<file path="src/shared/supervisor_regs.svh">
`ifndef SUPERVISOR_REGS_SVH
`define SUPERVISOR_REGS_SVH

// ****************************************
// clock and timing figures
// ****************************************
`define SUP_CLK_HZ 25000000
`define SUP_RESET_TIMEOUT_MS 200
`define SUP_WATCHDOG_MS 1600
`define SUP_GATE_DELAY_US 28
`define SUP_DEBOUNCE_US 2

// cycle counts derived from the figures above
`define SUP_RESET_TIMEOUT_CYC (`SUP_RESET_TIMEOUT_MS * (`SUP_CLK_HZ / 1000))
`define SUP_WATCHDOG_CYC (`SUP_WATCHDOG_MS * (`SUP_CLK_HZ / 1000))
`define SUP_GATE_DELAY_CYC ((`SUP_GATE_DELAY_US * (`SUP_CLK_HZ / 1000) + 999) / 1000)
`define SUP_DEBOUNCE_CYC ((`SUP_DEBOUNCE_US * (`SUP_CLK_HZ / 1000) + 999) / 1000)

// ****************************************
// widths and synchroniser bit positions
// ****************************************
`define SUP_TIMER_W 32
`define SUP_SYNC_W 8
`define SUP_SYNC_SUPPLY_LOW 0
`define SUP_SYNC_LOW_LINE 1
`define SUP_SYNC_AUX_BELOW 2
`define SUP_SYNC_MR_N 3
`define SUP_SYNC_KICK 4
`define SUP_SYNC_KICK_FLOAT 5
`define SUP_SYNC_BACKUP 6
`define SUP_SYNC_CS_IN_N 7

`endif

</file>
<file path="src/shared/supervisor_pkg.sv">
package supervisor_pkg;

  // chip-select gate states
  typedef enum logic [1:0] {
    GATE_PASS = 2'b00,
    GATE_PENDING = 2'b01,
    GATE_BLOCKED = 2'b10
  } gate_state_t;

endpackage

</file>
<file path="src/design/sync_2ff.sv">
`timescale 1ns/1ns
`default_nettype none

module sync_2ff #(
  parameter int W = 1
) (
  input wire logic clk,
  input wire logic rst,
  input wire logic [W-1:0] d,
  output logic [W-1:0] q
);

  logic [W-1:0] meta_r;

  // first stage feeds only the second stage
  always_ff @(posedge clk) begin
    if (rst) begin
      meta_r <= '0;
      q <= '0;
    end else begin
      meta_r <= d;
      q <= meta_r;
    end
  end

endmodule

`default_nettype wire

</file>
<file path="src/design/cycle_timer.sv">
`timescale 1ns/1ns
`default_nettype none

module cycle_timer #(
  parameter int W = 32
) (
  input wire logic clk,
  input wire logic rst,
  input wire logic clear,
  input wire logic run,
  input wire logic [W-1:0] limit,
  output logic done
);

  logic [W-1:0] count_r;
  logic [W-1:0] count_nxt;
  wire at_limit = (count_r == limit);

  // saturates at the limit so done stays up until cleared
  always_comb begin
    if (clear) begin
      count_nxt = '0;
    end else if (run && !at_limit) begin
      count_nxt = count_r + W'(1);
    end else begin
      count_nxt = count_r;
    end
  end

  always_ff @(posedge clk) begin
    if (rst) begin
      count_r <= '0;
      done <= 1'h0;
    end else begin
      count_r <= count_nxt;
      done <= !clear && (count_nxt == limit);
    end
  end

endmodule

`default_nettype wire

</file>
<file path="src/design/supervisor_reset_watchdog_cegate.sv">
`timescale 1ns/1ns
`default_nettype none
`include "supervisor_regs.svh"

// Functional notes
// - reset asserts while supply is low or manual reset is held low.
// - every reset lasts at least the 200ms timeout after its cause clears.
// - supply dipping low again restarts the timeout from zero.
// - manual reset low holds reset, then 200ms more after release.
// - active-high reset is always the complement of active-low reset.
// - a bouncing manual reset switch yields one clean reset.
// - no kick transition for 1.6s drives watchdog fault low.
// - reset or a kick edge outside reset clears timer, fault returns high.
// - watchdog timer held cleared during reset, counts from release.
// - supply low or floating kick disables watchdog, fault held high.
// - fault stays low until the next kick transition, reset or watchdog disable.
// - chip-select passes through normally, path disabled during reset.
// - power-down reset disables chip-select path 28us after reset asserts.
// - on power-up chip-select path stays disabled until reset releases.
// - disabled path drives chip-select out high, released when enabled.
// - low-line warning output follows the low-line comparator, forced low in battery backup.
// - aux fail output low while aux monitor is below its trip level.
// - battery-backup mode ignores watchdog kick and manual reset.

module supervisor_reset_watchdog_cegate #(
  parameter int unsigned RESET_TIMEOUT_CYCLES = `SUP_RESET_TIMEOUT_CYC,
  parameter int unsigned WATCHDOG_CYCLES = `SUP_WATCHDOG_CYC,
  parameter int unsigned GATE_DELAY_CYCLES = `SUP_GATE_DELAY_CYC,
  parameter int unsigned DEBOUNCE_CYCLES = `SUP_DEBOUNCE_CYC
) (
  input wire logic clk,
  input wire logic rst,
  // comparator levels
  input wire logic supply_low,
  input wire logic low_line_trip,
  input wire logic aux_below_trip,
  input wire logic battery_backup,
  // system pins
  input wire logic manual_reset_n,
  input wire logic watchdog_kick,
  input wire logic watchdog_kick_float,
  input wire logic chip_select_in_n,
  // outputs
  output logic reset_n,
  output logic reset,
  output logic watchdog_fault_n,
  output logic low_line_n,
  output logic aux_fail_n,
  output logic chip_select_out_n,
  output logic chip_select_pullup,
  output logic chip_select_in_hiz
);

  // ****************************************
  // input synchronisers
  // ****************************************
  logic [`SUP_SYNC_W-1:0] raw_in;
  logic [`SUP_SYNC_W-1:0] sync_in;

  assign raw_in[`SUP_SYNC_SUPPLY_LOW] = supply_low;
  assign raw_in[`SUP_SYNC_LOW_LINE] = low_line_trip;
  assign raw_in[`SUP_SYNC_AUX_BELOW] = aux_below_trip;
  assign raw_in[`SUP_SYNC_MR_N] = manual_reset_n;
  assign raw_in[`SUP_SYNC_KICK] = watchdog_kick;
  assign raw_in[`SUP_SYNC_KICK_FLOAT] = watchdog_kick_float;
  assign raw_in[`SUP_SYNC_BACKUP] = battery_backup;
  assign raw_in[`SUP_SYNC_CS_IN_N] = chip_select_in_n;

  // every pin and comparator level crosses here before logic reads it
  sync_2ff #(
    .W(`SUP_SYNC_W)
  ) u_sync (
    .clk(clk),
    .rst(rst),
    .d(raw_in),
    .q(sync_in)
  );

  wire supply_low_s = sync_in[`SUP_SYNC_SUPPLY_LOW];
  wire low_line_s = sync_in[`SUP_SYNC_LOW_LINE];
  wire aux_below_s = sync_in[`SUP_SYNC_AUX_BELOW];
  wire mr_n_s = sync_in[`SUP_SYNC_MR_N];
  wire kick_s = sync_in[`SUP_SYNC_KICK];
  wire kick_float_s = sync_in[`SUP_SYNC_KICK_FLOAT];
  wire backup_s = sync_in[`SUP_SYNC_BACKUP];
  wire cs_in_n_s = sync_in[`SUP_SYNC_CS_IN_N];

  // ****************************************
  // manual reset debounce
  // ****************************************
  // the synchroniser resets low, so mr_n_s starts low; treat the
  // accepted level as released until a stable low is seen
  logic mr_prev_r;
  logic mr_low_r;
  logic mr_stable;

  wire mr_changed = (mr_n_s != mr_prev_r);

  cycle_timer #(
    .W(`SUP_TIMER_W)
  ) u_debounce (
    .clk(clk),
    .rst(rst),
    .clear(mr_changed),
    .run(1'h1),
    .limit(`SUP_TIMER_W'(DEBOUNCE_CYCLES)),
    .done(mr_stable)
  );

  // done lags a cycle, so a level that just changed is not taken
  wire mr_settled = mr_stable && !mr_changed;

  // short bounces never settle, and the ones that do only
  // restart the reset timeout, so one reset pulse results;
  // a low taken in backup is dropped, so leaving backup
  // cannot fire a stray reset
  always_ff @(posedge clk) begin
    if (rst) begin
      mr_prev_r <= 1'h1;
      mr_low_r <= 1'h0;
    end else begin
      mr_prev_r <= mr_n_s;
      if (backup_s) begin
        mr_low_r <= 1'h0;
      end else if (mr_settled) begin
        mr_low_r <= !mr_n_s;
      end
    end
  end

  // ****************************************
  // reset generation
  // ****************************************
  logic reset_r;
  logic timeout_done;

  wire mr_cause = mr_low_r && !backup_s;
  wire reset_cause = supply_low_s || mr_cause;

  // cause clears the timer, so a fresh dip restarts the full timeout
  cycle_timer #(
    .W(`SUP_TIMER_W)
  ) u_reset_timer (
    .clk(clk),
    .rst(rst),
    .clear(reset_cause),
    .run(!reset_cause),
    .limit(`SUP_TIMER_W'(RESET_TIMEOUT_CYCLES)),
    .done(timeout_done)
  );

  wire reset_nxt = reset_cause || !timeout_done;

  // reset_r starts high, so power-up runs the full timeout
  always_ff @(posedge clk) begin
    if (rst) begin
      reset_r <= 1'h1;
    end else begin
      reset_r <= reset_nxt;
    end
  end

  assign reset_n = !reset_r;
  assign reset = reset_r;

  // ****************************************
  // watchdog
  // ****************************************
  logic kick_prev_r;
  logic wd_expired;
  logic fault_n_r;

  // the kick pin is not watched in backup, so its edges do not count
  wire kick_edge = (kick_s != kick_prev_r) && !backup_s;
  wire wd_disabled = supply_low_s || kick_float_s || backup_s;
  wire wd_clear = reset_r || kick_edge || wd_disabled;

  cycle_timer #(
    .W(`SUP_TIMER_W)
  ) u_wd_timer (
    .clk(clk),
    .rst(rst),
    .clear(wd_clear),
    .run(1'h1),
    .limit(`SUP_TIMER_W'(WATCHDOG_CYCLES)),
    .done(wd_expired)
  );

  // timer saturates, so fault holds until a clearing event
  always_ff @(posedge clk) begin
    if (rst) begin
      kick_prev_r <= 1'h0;
      fault_n_r <= 1'h1;
    end else begin
      kick_prev_r <= kick_s;
      if (wd_clear) begin
        fault_n_r <= 1'h1;
      end else if (wd_expired) begin
        fault_n_r <= 1'h0;
      end
    end
  end

  assign watchdog_fault_n = fault_n_r;

  // ****************************************
  // chip-select gate
  // ****************************************
  supervisor_pkg::gate_state_t gate_r;
  supervisor_pkg::gate_state_t gate_nxt;
  logic gate_delay_done;
  logic cs_out_n_r;

  wire gate_pending = (gate_r == supervisor_pkg::GATE_PENDING);

  // delay only counts while a power-down disable is pending
  cycle_timer #(
    .W(`SUP_TIMER_W)
  ) u_gate_delay (
    .clk(clk),
    .rst(rst),
    .clear(!gate_pending),
    .run(1'h1),
    .limit(`SUP_TIMER_W'(GATE_DELAY_CYCLES)),
    .done(gate_delay_done)
  );

  // a supply-low cause waits out the delay, any other cause blocks at once
  always_comb begin
    gate_nxt = gate_r;
    unique case (gate_r)
      supervisor_pkg::GATE_PASS: begin
        if (reset_nxt && supply_low_s) begin
          gate_nxt = supervisor_pkg::GATE_PENDING;
        end else if (reset_nxt) begin
          gate_nxt = supervisor_pkg::GATE_BLOCKED;
        end
      end
      supervisor_pkg::GATE_PENDING: begin
        if (!reset_nxt) begin
          gate_nxt = supervisor_pkg::GATE_PASS;
        end else if (gate_delay_done) begin
          gate_nxt = supervisor_pkg::GATE_BLOCKED;
        end
      end
      supervisor_pkg::GATE_BLOCKED: begin
        if (!reset_nxt) begin
          gate_nxt = supervisor_pkg::GATE_PASS;
        end
      end
      default: begin
        gate_nxt = supervisor_pkg::GATE_BLOCKED;
      end
    endcase
  end

  // power-up starts blocked, so input activity is ignored
  always_ff @(posedge clk) begin
    if (rst) begin
      gate_r <= supervisor_pkg::GATE_BLOCKED;
    end else begin
      gate_r <= gate_nxt;
    end
  end

  wire gate_blocked = (gate_nxt == supervisor_pkg::GATE_BLOCKED);
  // blocked path parks the output high, so ram sees no select
  wire cs_out_n_nxt = gate_blocked ? 1'h1 : cs_in_n_s;

  // pending still passes chip-select: ram finishes its cycle
  always_ff @(posedge clk) begin
    if (rst) begin
      cs_out_n_r <= 1'h1;
      chip_select_pullup <= 1'h1;
      chip_select_in_hiz <= 1'h1;
    end else begin
      cs_out_n_r <= cs_out_n_nxt;
      chip_select_pullup <= gate_blocked;
      chip_select_in_hiz <= gate_blocked;
    end
  end

  assign chip_select_out_n = cs_out_n_r;

  // ****************************************
  // warning outputs
  // ****************************************
  // backup forces the early warning low, the aux path stays live
  wire low_line_n_nxt = !(low_line_s || backup_s);
  wire aux_fail_n_nxt = !aux_below_s;

  always_ff @(posedge clk) begin
    if (rst) begin
      low_line_n <= 1'h0;
      aux_fail_n <= 1'h1;
    end else begin
      low_line_n <= low_line_n_nxt;
      aux_fail_n <= aux_fail_n_nxt;
    end
  end

endmodule

`default_nettype wire

</file>
<file path="config.mk">
export PLATFORM = sky130hd
export DESIGN_NAME = supervisor_reset_watchdog_cegate
export DESIGN_NICKNAME = d
export VERILOG_FILES = /design/src/shared/supervisor_pkg.sv /design/src/design/sync_2ff.sv /design/src/design/cycle_timer.sv /design/src/design/supervisor_reset_watchdog_cegate.sv
export VERILOG_INCLUDE_DIRS = /design/src /design/src/shared
export SDC_FILE = /design/constraint.sdc
export NUM_CORES = 1
export LEC_CHECK = 0
export BUFFER_PORTS_ARGS = -buffer_cell sky130_fd_sc_hd__clkbuf_2
export CORE_MARGIN = 5
export CORE_UTILIZATION = 60
export DETAILED_ROUTE_END_ITERATION = 8
export PLACE_DENSITY = 0.78
export RECOVER_POWER = 100
export SLEW_MARGIN = 10
export SYNTH_ARGS = -nofsm -noshare
export SYNTH_HDL_FRONTEND = slang
export SYNTH_SLANG_ARGS = --single-unit
export TNS_END_PERCENT = 10
</file>
<file path="constraint.sdc">
create_clock -name clk -period 3.4 [get_ports clk]
set_input_delay 0.68 -clock clk [delete_from_list [all_inputs] [get_ports clk]]
set_output_delay 0.68 -clock clk [all_outputs]
set_load 0.1 [all_outputs]
</file>
==> impl_metrics.toml <==
[placement]
gp_congestion = 0.882
dp_cells = 1178
io_buffers = 17
dpl.hpwl_um = 12600
placed_area_sq_um = 8600
pre_cts_ws_ns = 0.356

[synthesis]
synth_edf_count = 0
synthTopCellsByCount = "159 x dfxtp_1, 157 x nor2_1, 75 x xnor2_1, 64 x nand3_1, 60 x nand2_1"
ys.flop_type = "dfxtp_1"
synth.avg_cell_area_sq_um = 8.21
synthDistinctLibCells = 71
yosys.area.top_type_share_pct = 37.8
ys_ff_latch = 159
yosysWarnings = 0
synth_top_cell_by_area = "dfxtp_1"
synth.most_common_cell = "dfxtp_1"
async_reset_ff_share_pct = 0
synth_area_leaders = "dfxtp_1 38%, xnor2_1 7.8%, nor2_1 7.0%, xor2_1 5.8%, nand3_1 3.8%"
mappedNetlistArea_sq_um = 8420
synthesis.nets = 1044
yosysSeqAreaShare_pct = 37.8
synth_cells = 1025

[final_layout]
final_cell_area_sq_um = 9150
post-route-util_pct = 66.1
ff_latch_area_sq_um = 3180
fin_nets = 1036
fin_cells = 1209
area_growth_pct = 8.68
drive_above_1_share_pct = 6.71
diodes = 0
multi_input_area_sq_um = 4830
fill_cells = 1143

[clock_tree]
postCtsHoldBufs = 0
cts_tree = "yes"
post_cts_buffers = 0
cts_sinks = 159
post_cts_resized = 0
clkTransAtPathRegs_ns = 0.06
cts_buffers = 17
cts_htree_levels = 4
cts_buffer_depth = 2
cts.root.buffer_cell = "clkbuf_16"
clkLatencyLatePin_ns = 0.43

[route]
final_antenna_net_count = 0
first_pass_iters = 5
wirelength_um = 18200
wire_per_inst_um = 15.0
drc = 0
num_vias = 7171
drt_iter0_drc = 716
vias_per_cell = 5.93

[die]
core_sq_um = 13800
rows = 43
dieArea_sq_um = 16500
io-pin-count = 18
die_width_um = 128
start_util_pct = 60.9
die_y_um = 128

[power_and_ir_drop]
p_total_mw = 3.98
vdd_drop_max_uv = 391
leakagePower_nw = 2.91
power_density_nw_per_um2 = 435

[sta]
relSlewSlack_pct = 7.23
holdWs_ns = 0.419
setup_viol = 0
tns_ns = 0
tightest_slew_ns = 1.39
layout_setup_ws_ns = 0.337
period_share_pct = 90.1
fin_crit_ns = 3.06
grt_setup_unrepaired = "false"
fmax_mhz = 326
finClkSkew_ns = 0.00799
drv_slew = 0
hold_violations = 0

[critical_path]
max_stage_delay_ns = 0.71
cp.depth = 8
critPathKind = "flip-flop to flip-flop"
cp-end-kind = "flip-flop"
crit_top_cell = "or4_1"
arrival_ns = 3.41
cp_cell_sequence = "ha_1, nand3_2, or4_1, clkbuf_1, nor3_1, xnor2_1, or4_1, nor4_1"
rr_worst_depth = 8
cp_max_fo = 9
setup.worst_path.start_class = "flip-flop"
cp_top_family = "simple AND/OR/NAND/NOR gates"
slowest_stage = "or4_1"
cp_data_required_time_ns = 3.74
path_buf_inv = 1

[global_route]
grt_overflow_total = 0
grt_pass1_vias = 6642
grt_max_degree = 32
antenna_found_initial = 0
track_usage_pct = 23.3
grt_pass1_wl_um = 31800

[worst_hold_path]
hold_depth = 1
min_path_type = "flip-flop to flip-flop"

[flow_run]
drv_cap = 0

[outcome]
status = "complete, no violations"
-- state kept, by name, summed over array words and instances (netlist names), 2 cells and up --
signal,count
u_reset_timer.count_r,32
u_wd_timer.count_r,32
u_debounce.count_r,32
u_sync.q,8
u_gate_delay.count_r,32
u_sync.meta_r,8
gate_r,2
-- per-layer routing --
layer / wire, um / share of wire, % / track usage [%]
met4: 483 / 2.7 / 9.43
met1: 8590 / 47 / 31.6
met5: 0 / 0 / 0
met2: 8240 / 45 / 36.4
met3: 860 / 4.7 / 4.57
-- final timing paths --
kind / from / to / slack, ns
min reg2reg: u_sync.q[2]$_SDFF_PP0_ / aux_fail_n$_SDFF_PP1_ / 0.42
max: u_reset_timer.count_r[0]$_SDFF_PP0_ / u_reset_timer.done$_SDFF_PP0_ / 0.34
min: u_sync.q[2]$_SDFF_PP0_ / aux_fail_n$_SDFF_PP1_ / 0.42
max reg2reg: u_reset_timer.count_r[0]$_SDFF_PP0_ / u_reset_timer.done$_SDFF_PP0_ / 0.34
-- cell families after synthesis --
kind of cell               share of synthesized area, %
AOI/OAI and AO/OA                                  7.29
xor gates and xnor gates                           13.6
adders and majority gates                          1.58
buffers and inverters                              4.28
DFF                                                37.8
muxes                                             0.862
and+or+nand+nor                                    34.5
-- area by class of cell --
type                       instances  area share, %
inverter                          31           1.27
tap                              180           2.46
multi-input combinational        775           52.8
clock buffer                      18           4.80
clock inverter                    13           2.05
sequential                       159           34.8
timing repair buffer              33           1.81
-- where the power goes --
part	internal, mW	total, mW	switching, mW
clock	1.25	2.02	0.770
combinational	0.0224	0.0742	0.0518
sequential	1.88	1.89	0.0117
total	3.15	3.98	0.834
-- layout by cell type (no fill, tap or decap), drive strengths merged, types with 14 or more instances in the layout --
master  count
nor2b      30
o21ai      14
clkbuf     43
dfxtp     159
nand4      47
nand3      67
nand2      60
xnor2      75
nor3       40
nor4       32
nor2      159
and3       15
inv        32
a21oi      27
xor2       56
Note: power is estimated with default switching activity, not from simulation.
